File: config.mk
export PLATFORM = sky130hd
export DESIGN_NAME = etq_trigger_qualifier
export DESIGN_NICKNAME = d
export VERILOG_FILES = /design/src/hdl/etq_pkg.sv /design/src/hdl/etq_trigger_qualifier.sv
export SDC_FILE = /design/constraint.sdc
export NUM_CORES = 1
export LEC_CHECK = 0
export ABC_CLOCK_PERIOD_IN_PS = 6900
export BUFFER_PORTS_ARGS = -buffer_cell sky130_fd_sc_hd__buf_4
export CORE_ASPECT_RATIO = 0.5
export CORE_MARGIN = 8
export CORE_UTILIZATION = 43
export DETAILED_ROUTE_END_ITERATION = 10
export PLACE_DENSITY_LB_ADDON = 0.12
export SLEW_MARGIN = 0
export SYNTH_ARGS = -nofsm -noshare
export SYNTH_HDL_FRONTEND = slang
export SYNTH_SLANG_ARGS = --single-unit
File: constraint.sdc
create_clock -name clk_in -period 6.9 [get_ports clk_in]
set_input_delay 0.69 -clock clk_in [delete_from_list [all_inputs] [get_ports clk_in]]
set_output_delay 0.69 -clock clk_in [all_outputs]
set_load 0.005 [all_outputs]
File: src/hdl/etq_pkg.sv
// Purpose: constants and types for the external trigger qualifier
// Assumes: 200 MHz core clock
// Notes:   register map, field layout, reset values, timing counts
package etq_pkg;
    localparam int CLK_PERIOD_NS = 5;
    localparam int NS_PER_US     = 1000;
    localparam int US_PER_MS     = 1000;
    localparam int US_CYCLES     = (NS_PER_US + CLK_PERIOD_NS - 1) / CLK_PERIOD_NS;
    localparam logic [7:0]  US_LAST  = 8'(US_CYCLES - 1);
    localparam logic [9:0]  MS_LAST  = 10'(US_PER_MS - 1);
    localparam logic [31:0] NS_STEP  = 32'(CLK_PERIOD_NS);
    localparam logic [31:0] UNIT_STEP = 32'h0000_0001;

    localparam int FRAME_W = 18;
    localparam int IGN_W   = 27;
    localparam int PIN_N   = 8;
    localparam int FV_BIT  = PIN_N;
    localparam logic [31:0] FRAME_MAX = 32'h0003_FFFE;

    localparam logic [7:0] ADR_CTRL   = 8'h00;
    localparam logic [7:0] ADR_MINW   = 8'h04;
    localparam logic [7:0] ADR_FRAMES = 8'h08;
    localparam logic [7:0] ADR_DELAY  = 8'h0C;
    localparam logic [7:0] ADR_IGNORE = 8'h10;
    localparam logic [7:0] ADR_STATUS = 8'h14;
    localparam logic [7:0] ADR_DONE   = 8'h18;

    localparam int CTRL_EN_BIT   = 0;
    localparam int CTRL_MODE_LSB = 1;
    localparam int CTRL_SEL_LSB  = 3;
    localparam int CTRL_TB_LSB   = 6;
    localparam int ST_STATE_LSB  = 1;
    localparam int ST_ACQ_BIT    = 4;
    localparam int ST_IGN_BIT    = 5;
    localparam int ST_REJ_BIT    = 8;

    localparam logic [2:0]         SEL_RESET    = 3'h0;
    localparam logic [FRAME_W-1:0] FRAMES_RESET = 18'h0_0001;

    typedef enum logic [1:0] {
        ETQ_RISE = 2'h0, ETQ_FALL = 2'h1, ETQ_LOW = 2'h2, ETQ_HIGH = 2'h3
    } etq_mode_e;

    typedef enum logic [2:0] {
        ETQ_TB_NS = 3'h0, ETQ_TB_US = 3'h1, ETQ_TB_MS = 3'h2, ETQ_TB_LINE = 3'h3,
        ETQ_TB_LTRIG = 3'h4, ETQ_TB_ENC = 3'h5, ETQ_TB_FRAME = 3'h6
    } etq_tb_e;

    typedef enum logic [1:0] {
        ETQ_IDLE = 2'h0, ETQ_QUAL = 2'h1, ETQ_DELAY = 2'h3, ETQ_ACQ = 2'h2
    } etq_state_e;
endpackage : etq_pkg

File: src/hdl/etq_trigger_qualifier.sv
// Purpose: qualifies an external frame trigger and requests frame capture
// Assumes: classic wishbone slave, one clock, synchronous reset
// Notes:   all state in one struct, registered once per enabled cycle
`timescale 1ns/100ps
`default_nettype none

// Operation
// - enabled: capture only after a qualified trigger; disabled: trigger inputs do nothing
// - level mode: capture continuously while input active, stop when it returns
// - edge mode: each selected transition starts one capture sequence
// - each accepted edge-mode trigger captures a programmed 1 to 262142 frames
// - no unlimited count; -1 or out-of-range count is rejected
// - pulse width measured in microseconds; shorter than minimum is discarded
// - minimum width zero turns width checking off
// - wait programmed delay after acceptance before capture starts
// - delay unit: ns, us, ms, lines, line triggers, encoder, frames
// - line trigger and encoder delays count post drop/multiply pulses
// - triggers inside the ignore window (0 to 134217727 us) are ignored
// - ignore window starts at first frame valid rise after acceptance
// - trigger taken from a software-selected input, default board sync one
module etq_trigger_qualifier (
    input  wire logic                    clk_in,
    input  wire logic                    reset_in,
    input  wire logic                    ce_in,
    input  wire logic                    wb_cyc_in,
    input  wire logic                    wb_stb_in,
    input  wire logic                    wb_we_in,
    input  wire logic [7:0]              wb_adr_in,
    input  wire logic [3:0]              wb_sel_in,
    input  wire logic [31:0]             wb_dat_in,
    output var  logic [31:0]             wb_dat_out,
    output var  logic                    wb_ack_out,
    input  wire logic [etq_pkg::PIN_N-1:0] trig_pins_in,
    input  wire logic                    frame_valid_in,
    input  wire logic                    line_pulse_in,
    input  wire logic                    line_trig_pulse_in,
    input  wire logic                    encoder_pulse_in,
    output var  logic                    acq_req_out,
    output var  logic                    trig_accept_out
);

    typedef struct packed {
        logic [etq_pkg::PIN_N:0]       s1;
        logic [etq_pkg::PIN_N:0]       s2;
        logic [etq_pkg::PIN_N:0]       s3;
        logic [etq_pkg::PIN_N:0]       filt;
        logic [etq_pkg::PIN_N:0]       filt_prev;
        logic                          en;
        etq_pkg::etq_mode_e            mode;
        logic [2:0]                    sel;
        logic [2:0]                    tb;
        logic [31:0]                   min_width;
        logic [etq_pkg::FRAME_W-1:0]   frames;
        logic [31:0]                   delay;
        logic [etq_pkg::IGN_W-1:0]     ign_cfg;
        logic                          reject;
        etq_pkg::etq_state_e           state;
        logic [7:0]                    div_cyc;
        logic [9:0]                    div_ms;
        logic [31:0]                   width_us;
        logic [31:0]                   dly_rem;
        logic [etq_pkg::FRAME_W-1:0]   done;
        logic                          ign_wait;
        logic [etq_pkg::IGN_W-1:0]     ign_rem;
        logic                          acq;
        logic                          accept;
        logic                          ack;
        logic [31:0]                   rdat;
    } etq_state_s;

    etq_state_s st;
    etq_state_s next_st;

    function automatic logic [31:0] etq_merge(
        input logic [31:0] old_v,
        input logic [31:0] new_v,
        input logic [3:0]  sel
    );
        logic [31:0] res;
        res = old_v;
        for (int b = 0; b < 4; b++) begin
            if (sel[b]) begin
                res[b*8 +: 8] = new_v[b*8 +: 8];
            end
        end
        return res;
    endfunction : etq_merge

    logic [31:0] ctrl_word;
    logic [31:0] status_word;
    logic        pin;
    logic        pin_prev;
    logic        inv;
    logic        act;
    logic        act_prev;
    logic        fv_rise;
    logic        fv_fall;
    logic        us_tick;
    logic        ms_tick;
    logic        ev;
    logic [31:0] step;
    logic        take;
    logic        is_level;
    logic        ign_busy;
    logic [31:0] wval;
    logic [31:0] next_width;
    logic [etq_pkg::FRAME_W-1:0] next_done;

    always_comb begin
        ctrl_word = '0;
        ctrl_word[etq_pkg::CTRL_EN_BIT] = st.en;
        ctrl_word[etq_pkg::CTRL_MODE_LSB +: 2] = st.mode;
        ctrl_word[etq_pkg::CTRL_SEL_LSB +: 3] = st.sel;
        ctrl_word[etq_pkg::CTRL_TB_LSB +: 3] = st.tb;
        status_word = '0;
        status_word[etq_pkg::CTRL_EN_BIT] = st.en;
        status_word[etq_pkg::ST_STATE_LSB +: 2] = st.state;
        status_word[etq_pkg::ST_ACQ_BIT] = st.acq;
        status_word[etq_pkg::ST_IGN_BIT] = st.ign_wait | (st.ign_rem != '0);
        status_word[etq_pkg::ST_REJ_BIT] = st.reject;
    end

    always_comb begin
        next_st = st;
        next_st.accept = 1'b0;
        next_st.ack = 1'b0;
        take = 1'b0;
        wval = '0;
        // three-stage input sync, change counted once stages two and three agree
        next_st.s1 = {frame_valid_in, trig_pins_in};
        next_st.s2 = st.s1;
        next_st.s3 = st.s2;
        next_st.filt = (st.s2 & ~(st.s2 ^ st.s3)) | (st.filt & (st.s2 ^ st.s3));
        next_st.filt_prev = st.filt;

        pin = st.filt[st.sel];
        pin_prev = st.filt_prev[st.sel];
        inv = (st.mode == etq_pkg::ETQ_FALL) || (st.mode == etq_pkg::ETQ_LOW);
        is_level = (st.mode == etq_pkg::ETQ_LOW) || (st.mode == etq_pkg::ETQ_HIGH);
        act = pin ^ inv;
        act_prev = pin_prev ^ inv;
        fv_rise = st.filt[etq_pkg::FV_BIT] & ~st.filt_prev[etq_pkg::FV_BIT];
        fv_fall = ~st.filt[etq_pkg::FV_BIT] & st.filt_prev[etq_pkg::FV_BIT];

        // microsecond and millisecond prescaler
        us_tick = (st.div_cyc == etq_pkg::US_LAST);
        ms_tick = us_tick && (st.div_ms == etq_pkg::MS_LAST);
        next_st.div_cyc = us_tick ? '0 : st.div_cyc + 8'h01;
        if (us_tick) begin
            next_st.div_ms = ms_tick ? '0 : st.div_ms + 10'h001;
        end

        // delay unit events
        step = etq_pkg::UNIT_STEP;
        unique case (etq_pkg::etq_tb_e'(st.tb))
            etq_pkg::ETQ_TB_NS: begin
                ev = 1'b1;
                step = etq_pkg::NS_STEP;
            end
            etq_pkg::ETQ_TB_US:    ev = us_tick;
            etq_pkg::ETQ_TB_MS:    ev = ms_tick;
            etq_pkg::ETQ_TB_LINE:  ev = line_pulse_in;
            etq_pkg::ETQ_TB_LTRIG: ev = line_trig_pulse_in;
            etq_pkg::ETQ_TB_ENC:   ev = encoder_pulse_in;
            etq_pkg::ETQ_TB_FRAME: ev = fv_rise;
            default:               ev = 1'b0;
        endcase

        // ignore window, timed from first frame valid rise after acceptance
        ign_busy = st.ign_wait | (st.ign_rem != '0);
        if (st.ign_wait && fv_rise) begin
            next_st.ign_wait = 1'b0;
            next_st.ign_rem = st.ign_cfg;
        end else if (st.ign_rem != '0 && us_tick) begin
            next_st.ign_rem = st.ign_rem - 27'h1;
        end

        next_width = st.width_us + 32'h1;
        next_done = st.done + 18'h1;
        unique case (st.state)
            etq_pkg::ETQ_IDLE: begin
                if (st.en && !ign_busy && act && (is_level || !act_prev)) begin
                    next_st.div_cyc = '0;
                    next_st.div_ms = '0;
                    next_st.width_us = '0;
                    if (st.min_width == '0) begin
                        take = 1'b1;
                    end else begin
                        next_st.state = etq_pkg::ETQ_QUAL;
                    end
                end
            end
            etq_pkg::ETQ_QUAL: begin
                if (!act) begin
                    next_st.state = etq_pkg::ETQ_IDLE;
                end else if (us_tick) begin
                    next_st.width_us = next_width;
                    if (next_width >= st.min_width) begin
                        take = 1'b1;
                    end
                end
            end
            etq_pkg::ETQ_DELAY: begin
                if (is_level && !act) begin
                    next_st.state = etq_pkg::ETQ_IDLE;
                    next_st.ign_wait = 1'b0;
                end else if (ev) begin
                    if (st.dly_rem <= step) begin
                        next_st.state = etq_pkg::ETQ_ACQ;
                        next_st.acq = 1'b1;
                    end else begin
                        next_st.dly_rem = st.dly_rem - step;
                    end
                end
            end
            etq_pkg::ETQ_ACQ: begin
                if (is_level) begin
                    if (!act) begin
                        next_st.acq = 1'b0;
                        next_st.state = etq_pkg::ETQ_IDLE;
                        next_st.ign_wait = 1'b0;
                    end
                end else if (fv_fall) begin
                    next_st.done = next_done;
                    if (next_done >= st.frames) begin
                        next_st.acq = 1'b0;
                        next_st.state = etq_pkg::ETQ_IDLE;
                    end
                end
            end
        endcase

        if (take) begin
            next_st.accept = 1'b1;
            next_st.ign_wait = 1'b1;
            next_st.done = '0;
            next_st.dly_rem = st.delay;
            next_st.div_cyc = '0;
            next_st.div_ms = '0;
            if (st.delay == '0) begin
                next_st.state = etq_pkg::ETQ_ACQ;
                next_st.acq = 1'b1;
            end else begin
                next_st.state = etq_pkg::ETQ_DELAY;
            end
        end

        if (!st.en) begin
            next_st.state = etq_pkg::ETQ_IDLE;
            next_st.acq = 1'b0;
            next_st.accept = 1'b0;
            next_st.ign_wait = 1'b0;
            next_st.ign_rem = '0;
        end

        // wishbone classic slave, one wait state, unmapped reads zero
        if (wb_cyc_in && wb_stb_in && !st.ack) begin
            next_st.ack = 1'b1;
            next_st.rdat = '0;
            if (wb_we_in) begin
                unique case (wb_adr_in)
                    etq_pkg::ADR_CTRL: begin
                        wval = etq_merge(ctrl_word, wb_dat_in, wb_sel_in);
                        next_st.en = wval[etq_pkg::CTRL_EN_BIT];
                        next_st.mode = etq_pkg::etq_mode_e'(wval[etq_pkg::CTRL_MODE_LSB +: 2]);
                        next_st.sel = wval[etq_pkg::CTRL_SEL_LSB +: 3];
                        next_st.tb = wval[etq_pkg::CTRL_TB_LSB +: 3];
                    end
                    etq_pkg::ADR_MINW: begin
                        next_st.min_width = etq_merge(st.min_width, wb_dat_in, wb_sel_in);
                    end
                    etq_pkg::ADR_FRAMES: begin
                        wval = etq_merge(32'(st.frames), wb_dat_in, wb_sel_in);
                        if (wval == '0 || wval > etq_pkg::FRAME_MAX) begin
                            next_st.reject = 1'b1;
                        end else begin
                            next_st.frames = wval[etq_pkg::FRAME_W-1:0];
                        end
                    end
                    etq_pkg::ADR_DELAY: begin
                        next_st.delay = etq_merge(st.delay, wb_dat_in, wb_sel_in);
                    end
                    etq_pkg::ADR_IGNORE: begin
                        wval = etq_merge(32'(st.ign_cfg), wb_dat_in, wb_sel_in);
                        next_st.ign_cfg = wval[etq_pkg::IGN_W-1:0];
                    end
                    etq_pkg::ADR_STATUS: begin
                        if (wb_sel_in[1] && wb_dat_in[etq_pkg::ST_REJ_BIT]) begin
                            next_st.reject = 1'b0;
                        end
                    end
                    default: begin
                    end
                endcase
            end else begin
                unique case (wb_adr_in)
                    etq_pkg::ADR_CTRL:   next_st.rdat = ctrl_word;
                    etq_pkg::ADR_MINW:   next_st.rdat = st.min_width;
                    etq_pkg::ADR_FRAMES: next_st.rdat = 32'(st.frames);
                    etq_pkg::ADR_DELAY:  next_st.rdat = st.delay;
                    etq_pkg::ADR_IGNORE: next_st.rdat = 32'(st.ign_cfg);
                    etq_pkg::ADR_STATUS: next_st.rdat = status_word;
                    etq_pkg::ADR_DONE:   next_st.rdat = 32'(st.done);
                    default:             next_st.rdat = '0;
                endcase
            end
        end
    end

    always_ff @(posedge clk_in) begin
        if (reset_in) begin
            st <= '0;
            st.mode <= etq_pkg::ETQ_RISE;
            st.sel <= etq_pkg::SEL_RESET;
            st.tb <= etq_pkg::ETQ_TB_NS;
            st.frames <= etq_pkg::FRAMES_RESET;
            st.state <= etq_pkg::ETQ_IDLE;
        end else if (ce_in) begin
            st <= next_st;
        end
    end

    assign wb_dat_out = st.rdat;
    assign wb_ack_out = st.ack;
    assign acq_req_out = st.acq;
    assign trig_accept_out = st.accept;

endmodule : etq_trigger_qualifier
`default_nettype wire

==> impl_metrics.prom <==
# TYPE chip_impl_metric gauge
chip_impl_metric{name="max-slew-margin-rel",unit="%"} 21.12
chip_impl_metric{name="syn-num-nets",unit=""} 2290
chip_impl_info{name="synth.most_common_cell",value="dfxtp_1"} 1
chip_impl_metric{name="rrSetupSlack",unit="ps"} 1000
chip_impl_metric{name="synth_seq_cells",unit=""} 329
chip_impl_info{name="worstReg2RegEnd",value="st[87]"} 1
chip_impl_metric{name="ys_warn_count",unit=""} 0
chip_impl_metric{name="flow.area_growth_from_synthesis",unit="%"} 10.61
chip_impl_info{name="tritoncts_clock_tree",value="yes"} 1
chip_impl_metric{name="cell_count_post_placement",unit=""} 2669
chip_impl_metric{name="global_route.usage.total",unit="%"} 23.12
chip_impl_metric{name="fmax",unit="GHz"} 0.1694
chip_impl_metric{name="clkLatencyLatePin",unit="ps"} 540
chip_impl_info{name="hold_path_end",value="next_st[313]"} 1
chip_impl_metric{name="finalWeightedCongestion",unit=""} 0.9182
chip_impl_metric{name="via_count_of_the_first_global_routing_pass",unit=""} 14975
chip_impl_metric{name="maxSlewViolCount",unit=""} 0
chip_impl_info{name="run_status",value="complete, no violations"} 1
chip_impl_metric{name="die_w",unit="microns"} 305.4
chip_impl_metric{name="final.fill_count",unit=""} 4095
chip_impl_info{name="worst_hold_path_type",value="input pin to flop"} 1
chip_impl_metric{name="final_antenna_net_count",unit=""} 0
chip_impl_metric{name="power_density",unit="nW/um^2"} 201.6
chip_impl_metric{name="total_negative_setup_slack",unit="ps"} 0
chip_impl_metric{name="fin_crit_share",unit="%"} 85.56
chip_impl_metric{name="wirelength",unit="microns"} 59290
chip_impl_metric{name="nNetsFinal",unit=""} 2277
chip_impl_metric{name="reg2reg_depth",unit=""} 17
chip_impl_metric{name="vdd.ir_drop.worst",unit="mV"} 0.1428
chip_impl_metric{name="maximum_number_of_pins_on_one_net_before_global_route_repair",unit=""} 105
chip_impl_metric{name="routed_via_count_divided_by_cell_count",unit=""} 6.016
chip_impl_metric{name="cts_setup_buffers",unit=""} 0
chip_impl_metric{name="synth_cells",unit=""} 2168
chip_impl_metric{name="critPathMaxFanout",unit=""} 35
chip_impl_metric{name="cap_viol_max_count",unit=""} 0
chip_impl_metric{name="timing.critical_path.arrival",unit="ps"} 6340
chip_impl_info{name="synth_common_cells",value="dfxtp_1, nor2_1, mux2i_1"} 1
chip_impl_metric{name="hpwlAfterDp",unit="microns"} 42700
chip_impl_metric{name="synthArstFlopShare",unit="%"} 0
chip_impl_metric{name="worst_slew_pin_slew",unit="ps"} 1179
chip_impl_info{name="critical_path_class",value="flop to flop"} 1
chip_impl_metric{name="drt_drc_violations_left",unit=""} 0
chip_impl_metric{name="sequential_area_share_after_synthesis",unit="%"} 36.57
chip_impl_metric{name="layout-drive-gt1-share",unit="%"} 10.34
chip_impl_info{name="grt_setup_unrepaired",value="no"} 1
chip_impl_metric{name="drtIter0Drc",unit=""} 1866
chip_impl_metric{name="start_util",unit="%"} 43.25
chip_impl_metric{name="required",unit="ps"} 7330
chip_impl_metric{name="post_synth.cell_area_avg",unit="sq um"} 8.308
chip_impl_metric{name="route.vias.total",unit=""} 16405
chip_impl_info{name="yosysTopAreaCell",value="dfxtp_1"} 1
chip_impl_metric{name="final_hold_viol_count",unit=""} 0
chip_impl_metric{name="num_antenna_cells",unit=""} 0
chip_impl_metric{name="floorplan.rows",unit=""} 53
chip_impl_metric{name="postCtsResizedCells",unit=""} 0
chip_impl_metric{name="post_drt_wl_per_cell",unit="microns"} 21.74
chip_impl_metric{name="timing.final.setup_violations",unit=""} 0
chip_impl_metric{name="layout_min_cycle_time",unit="ps"} 5904
chip_impl_metric{name="synth.top_cell.area_share",unit="%"} 36.57
chip_impl_metric{name="port_buffers",unit=""} 96
chip_impl_metric{name="post_synth_instance_area",unit="sq um"} 18010
chip_impl_info{name="min-delay-start",value="trig_pins_in[2]"} 1
chip_impl_metric{name="synth-edff-count",unit=""} 0
chip_impl_metric{name="clock-skew-final",unit="ps"} 15.35
chip_impl_info{name="postSynth.topFlopCell",value="dfxtp_1"} 1
chip_impl_metric{name="core_area",unit="sq um"} 41640
chip_impl_metric{name="cts_buffers",unit=""} 34
chip_impl_metric{name="cts_buffer_depth",unit=""} 3
chip_impl_info{name="synth_area_leaders",value="dfxtp_1, mux2i_1, nor2_1, a21oi_1, ha_1"} 1
chip_impl_metric{name="grt_antenna_before_repair",unit=""} 0
chip_impl_metric{name="htreeDepth",unit=""} 2
chip_impl_metric{name="synth_cell_types",unit=""} 84
chip_impl_metric{name="p_leak",unit="nW"} 7.622
chip_impl_metric{name="detailed_router_iteration_count_before_antenna_repair",unit=""} 8
chip_impl_info{name="root_buffer",value="clkbuf_16"} 1
chip_impl_metric{name="cts.reportedPaths.clkPinSlew",unit="ps"} 70
chip_impl_metric{name="final_non_filler_cells",unit=""} 2727
chip_impl_metric{name="grt_pass1_wl",unit="microns"} 91460
chip_impl_info{name="critPathCaptureType",value="flop"} 1
chip_impl_metric{name="post_cts_hold_buffer_count",unit=""} 0
chip_impl_info{name="cp-start-kind",value="flop"} 1
chip_impl_metric{name="die_area",unit="sq um"} 49090
chip_impl_metric{name="io_pins",unit=""} 97
chip_impl_info{name="crit-reg2reg-launch",value="st[115]"} 1
chip_impl_metric{name="grt.overflow.total",unit=""} 0
chip_impl_metric{name="worst_hold_path.num_cells",unit=""} 3
chip_impl_metric{name="clkSinkCount",unit=""} 329
chip_impl_metric{name="fp.dieH",unit="microns"} 160.7
==> worst max path at each step <==
stage | startpoint | to | slack, ps
6_report | st[115] | st[87] | 1000
5_1_grt | st[113] | st[84] | 640
4_1_cts | st[115] | st[87] | 1040
3_5_place_dp | st[115] | st[86] | 1080
3_3_place_gp | st[113] | st[86] | 1100
2_1_floorplan | st[113] | st[102] | 2320
==> layout make-up <==
cell class,count,area (sq um),area share [%]
Timing Repair Buffer,119,900.9,4.522
Inverter,87,326.6,1.639
Tap cell,550,688.2,3.454
Clock inverter,11,130.1,0.6532
Sequential cell,329,6586,33.06
Clock buffer,47,993.5,4.987
Multi-Input combinational cell,1584,10300,51.68
==> metal layers <==
layer	wire, microns	GRT usage (%)	share of wire, %
met5	0	0	0
met2	24030	32.76	41
met1	28640	34.83	48
met4	1173	5.348	2.0
met3	5451	5.375	9.2
==> cell usage in the layout, fill, tap and decap left out, types with 14 or more instances in the layout <==
master	netlist	layout
dfxtp_1	329	329
nor2_1	310	309
mux2i_1	177	177
nand2_1	162	162
a21oi_1	152	152
buf_4	36	118
inv_1	85	85
o21ai_0	85	85
nand3_1	63	63
ha_1	60	60
nor3_1	53	52
a22oi_1	49	49
nor4_1	45	45
nand4_1	39	39
clkbuf_16	0	37
xnor2_1	29	29
and3_1	27	27
xor2_1	23	23
a222oi_1	23	23
a31oi_1	20	20
and2_1	14	14
a311oi_1	14	14
==> worst max-delay path: stages (launching register included) <==
cell      delay (ps)
dfxtp_1          450
and4_1           300
nand4_1          230
nor3_2           460
and3_1           300
nand3_1          110
or2_2            330
xnor2_1          170
ha_1             270
a21o_1           180
a21o_1           160
a221oi_1         240
o21ai_0          190
o21a_1           490
nor2_4           920
buf_4            410
mux2_2           370
a32o_1           200
==> through the flow <==
stage	hold WS [ps]	util [%]	worst slack, ps	instance area (sq um)	power [mW]
after floorplan	439.9	-	2323	18010	2.048
after global placement	454.0	45.14	1100	18800	2.128
after detailed placement	460.1	45.14	1078	18800	2.128
after CTS	375.8	47.84	1039	19920	4.045
after global routing	395.4	47.84	642.3	19920	4.148
final	397.7	47.84	996.1	19920	4.016
==> flip-flops by register name (all words and copies together) (netlist names), named ones only <==
register / count
wb_ack_out: 1
next_st: 18
wb_dat_out: 32
st: 258
acq_req_out: 1
trig_accept_out: 1
ctrl_word: 9
==> kinds of logic after synthesis <==
| kind of cell | after synthesis | synth area share [%] |
|---|---|---|
| buf+inv | 255 | 6.349 |
| xor+xnor | 53 | 2.619 |
| simple gates | 797 | 21.10 |
| fa+ha+maj | 60 | 4.168 |
| compound gates | 486 | 18.42 |
| flops | 329 | 36.57 |
| mux | 188 | 10.77 |
==> report_power, final <==
group / switching [mW] / leakage (nW) / internal, mW
combinational: 0.117 / 4.41 / 0.0572
clock: 0.809 / 0.559 / 1.12
sequential: 0.00702 / 2.65 / 1.91
No activity file was read; power rests on OpenSTA's default activity.
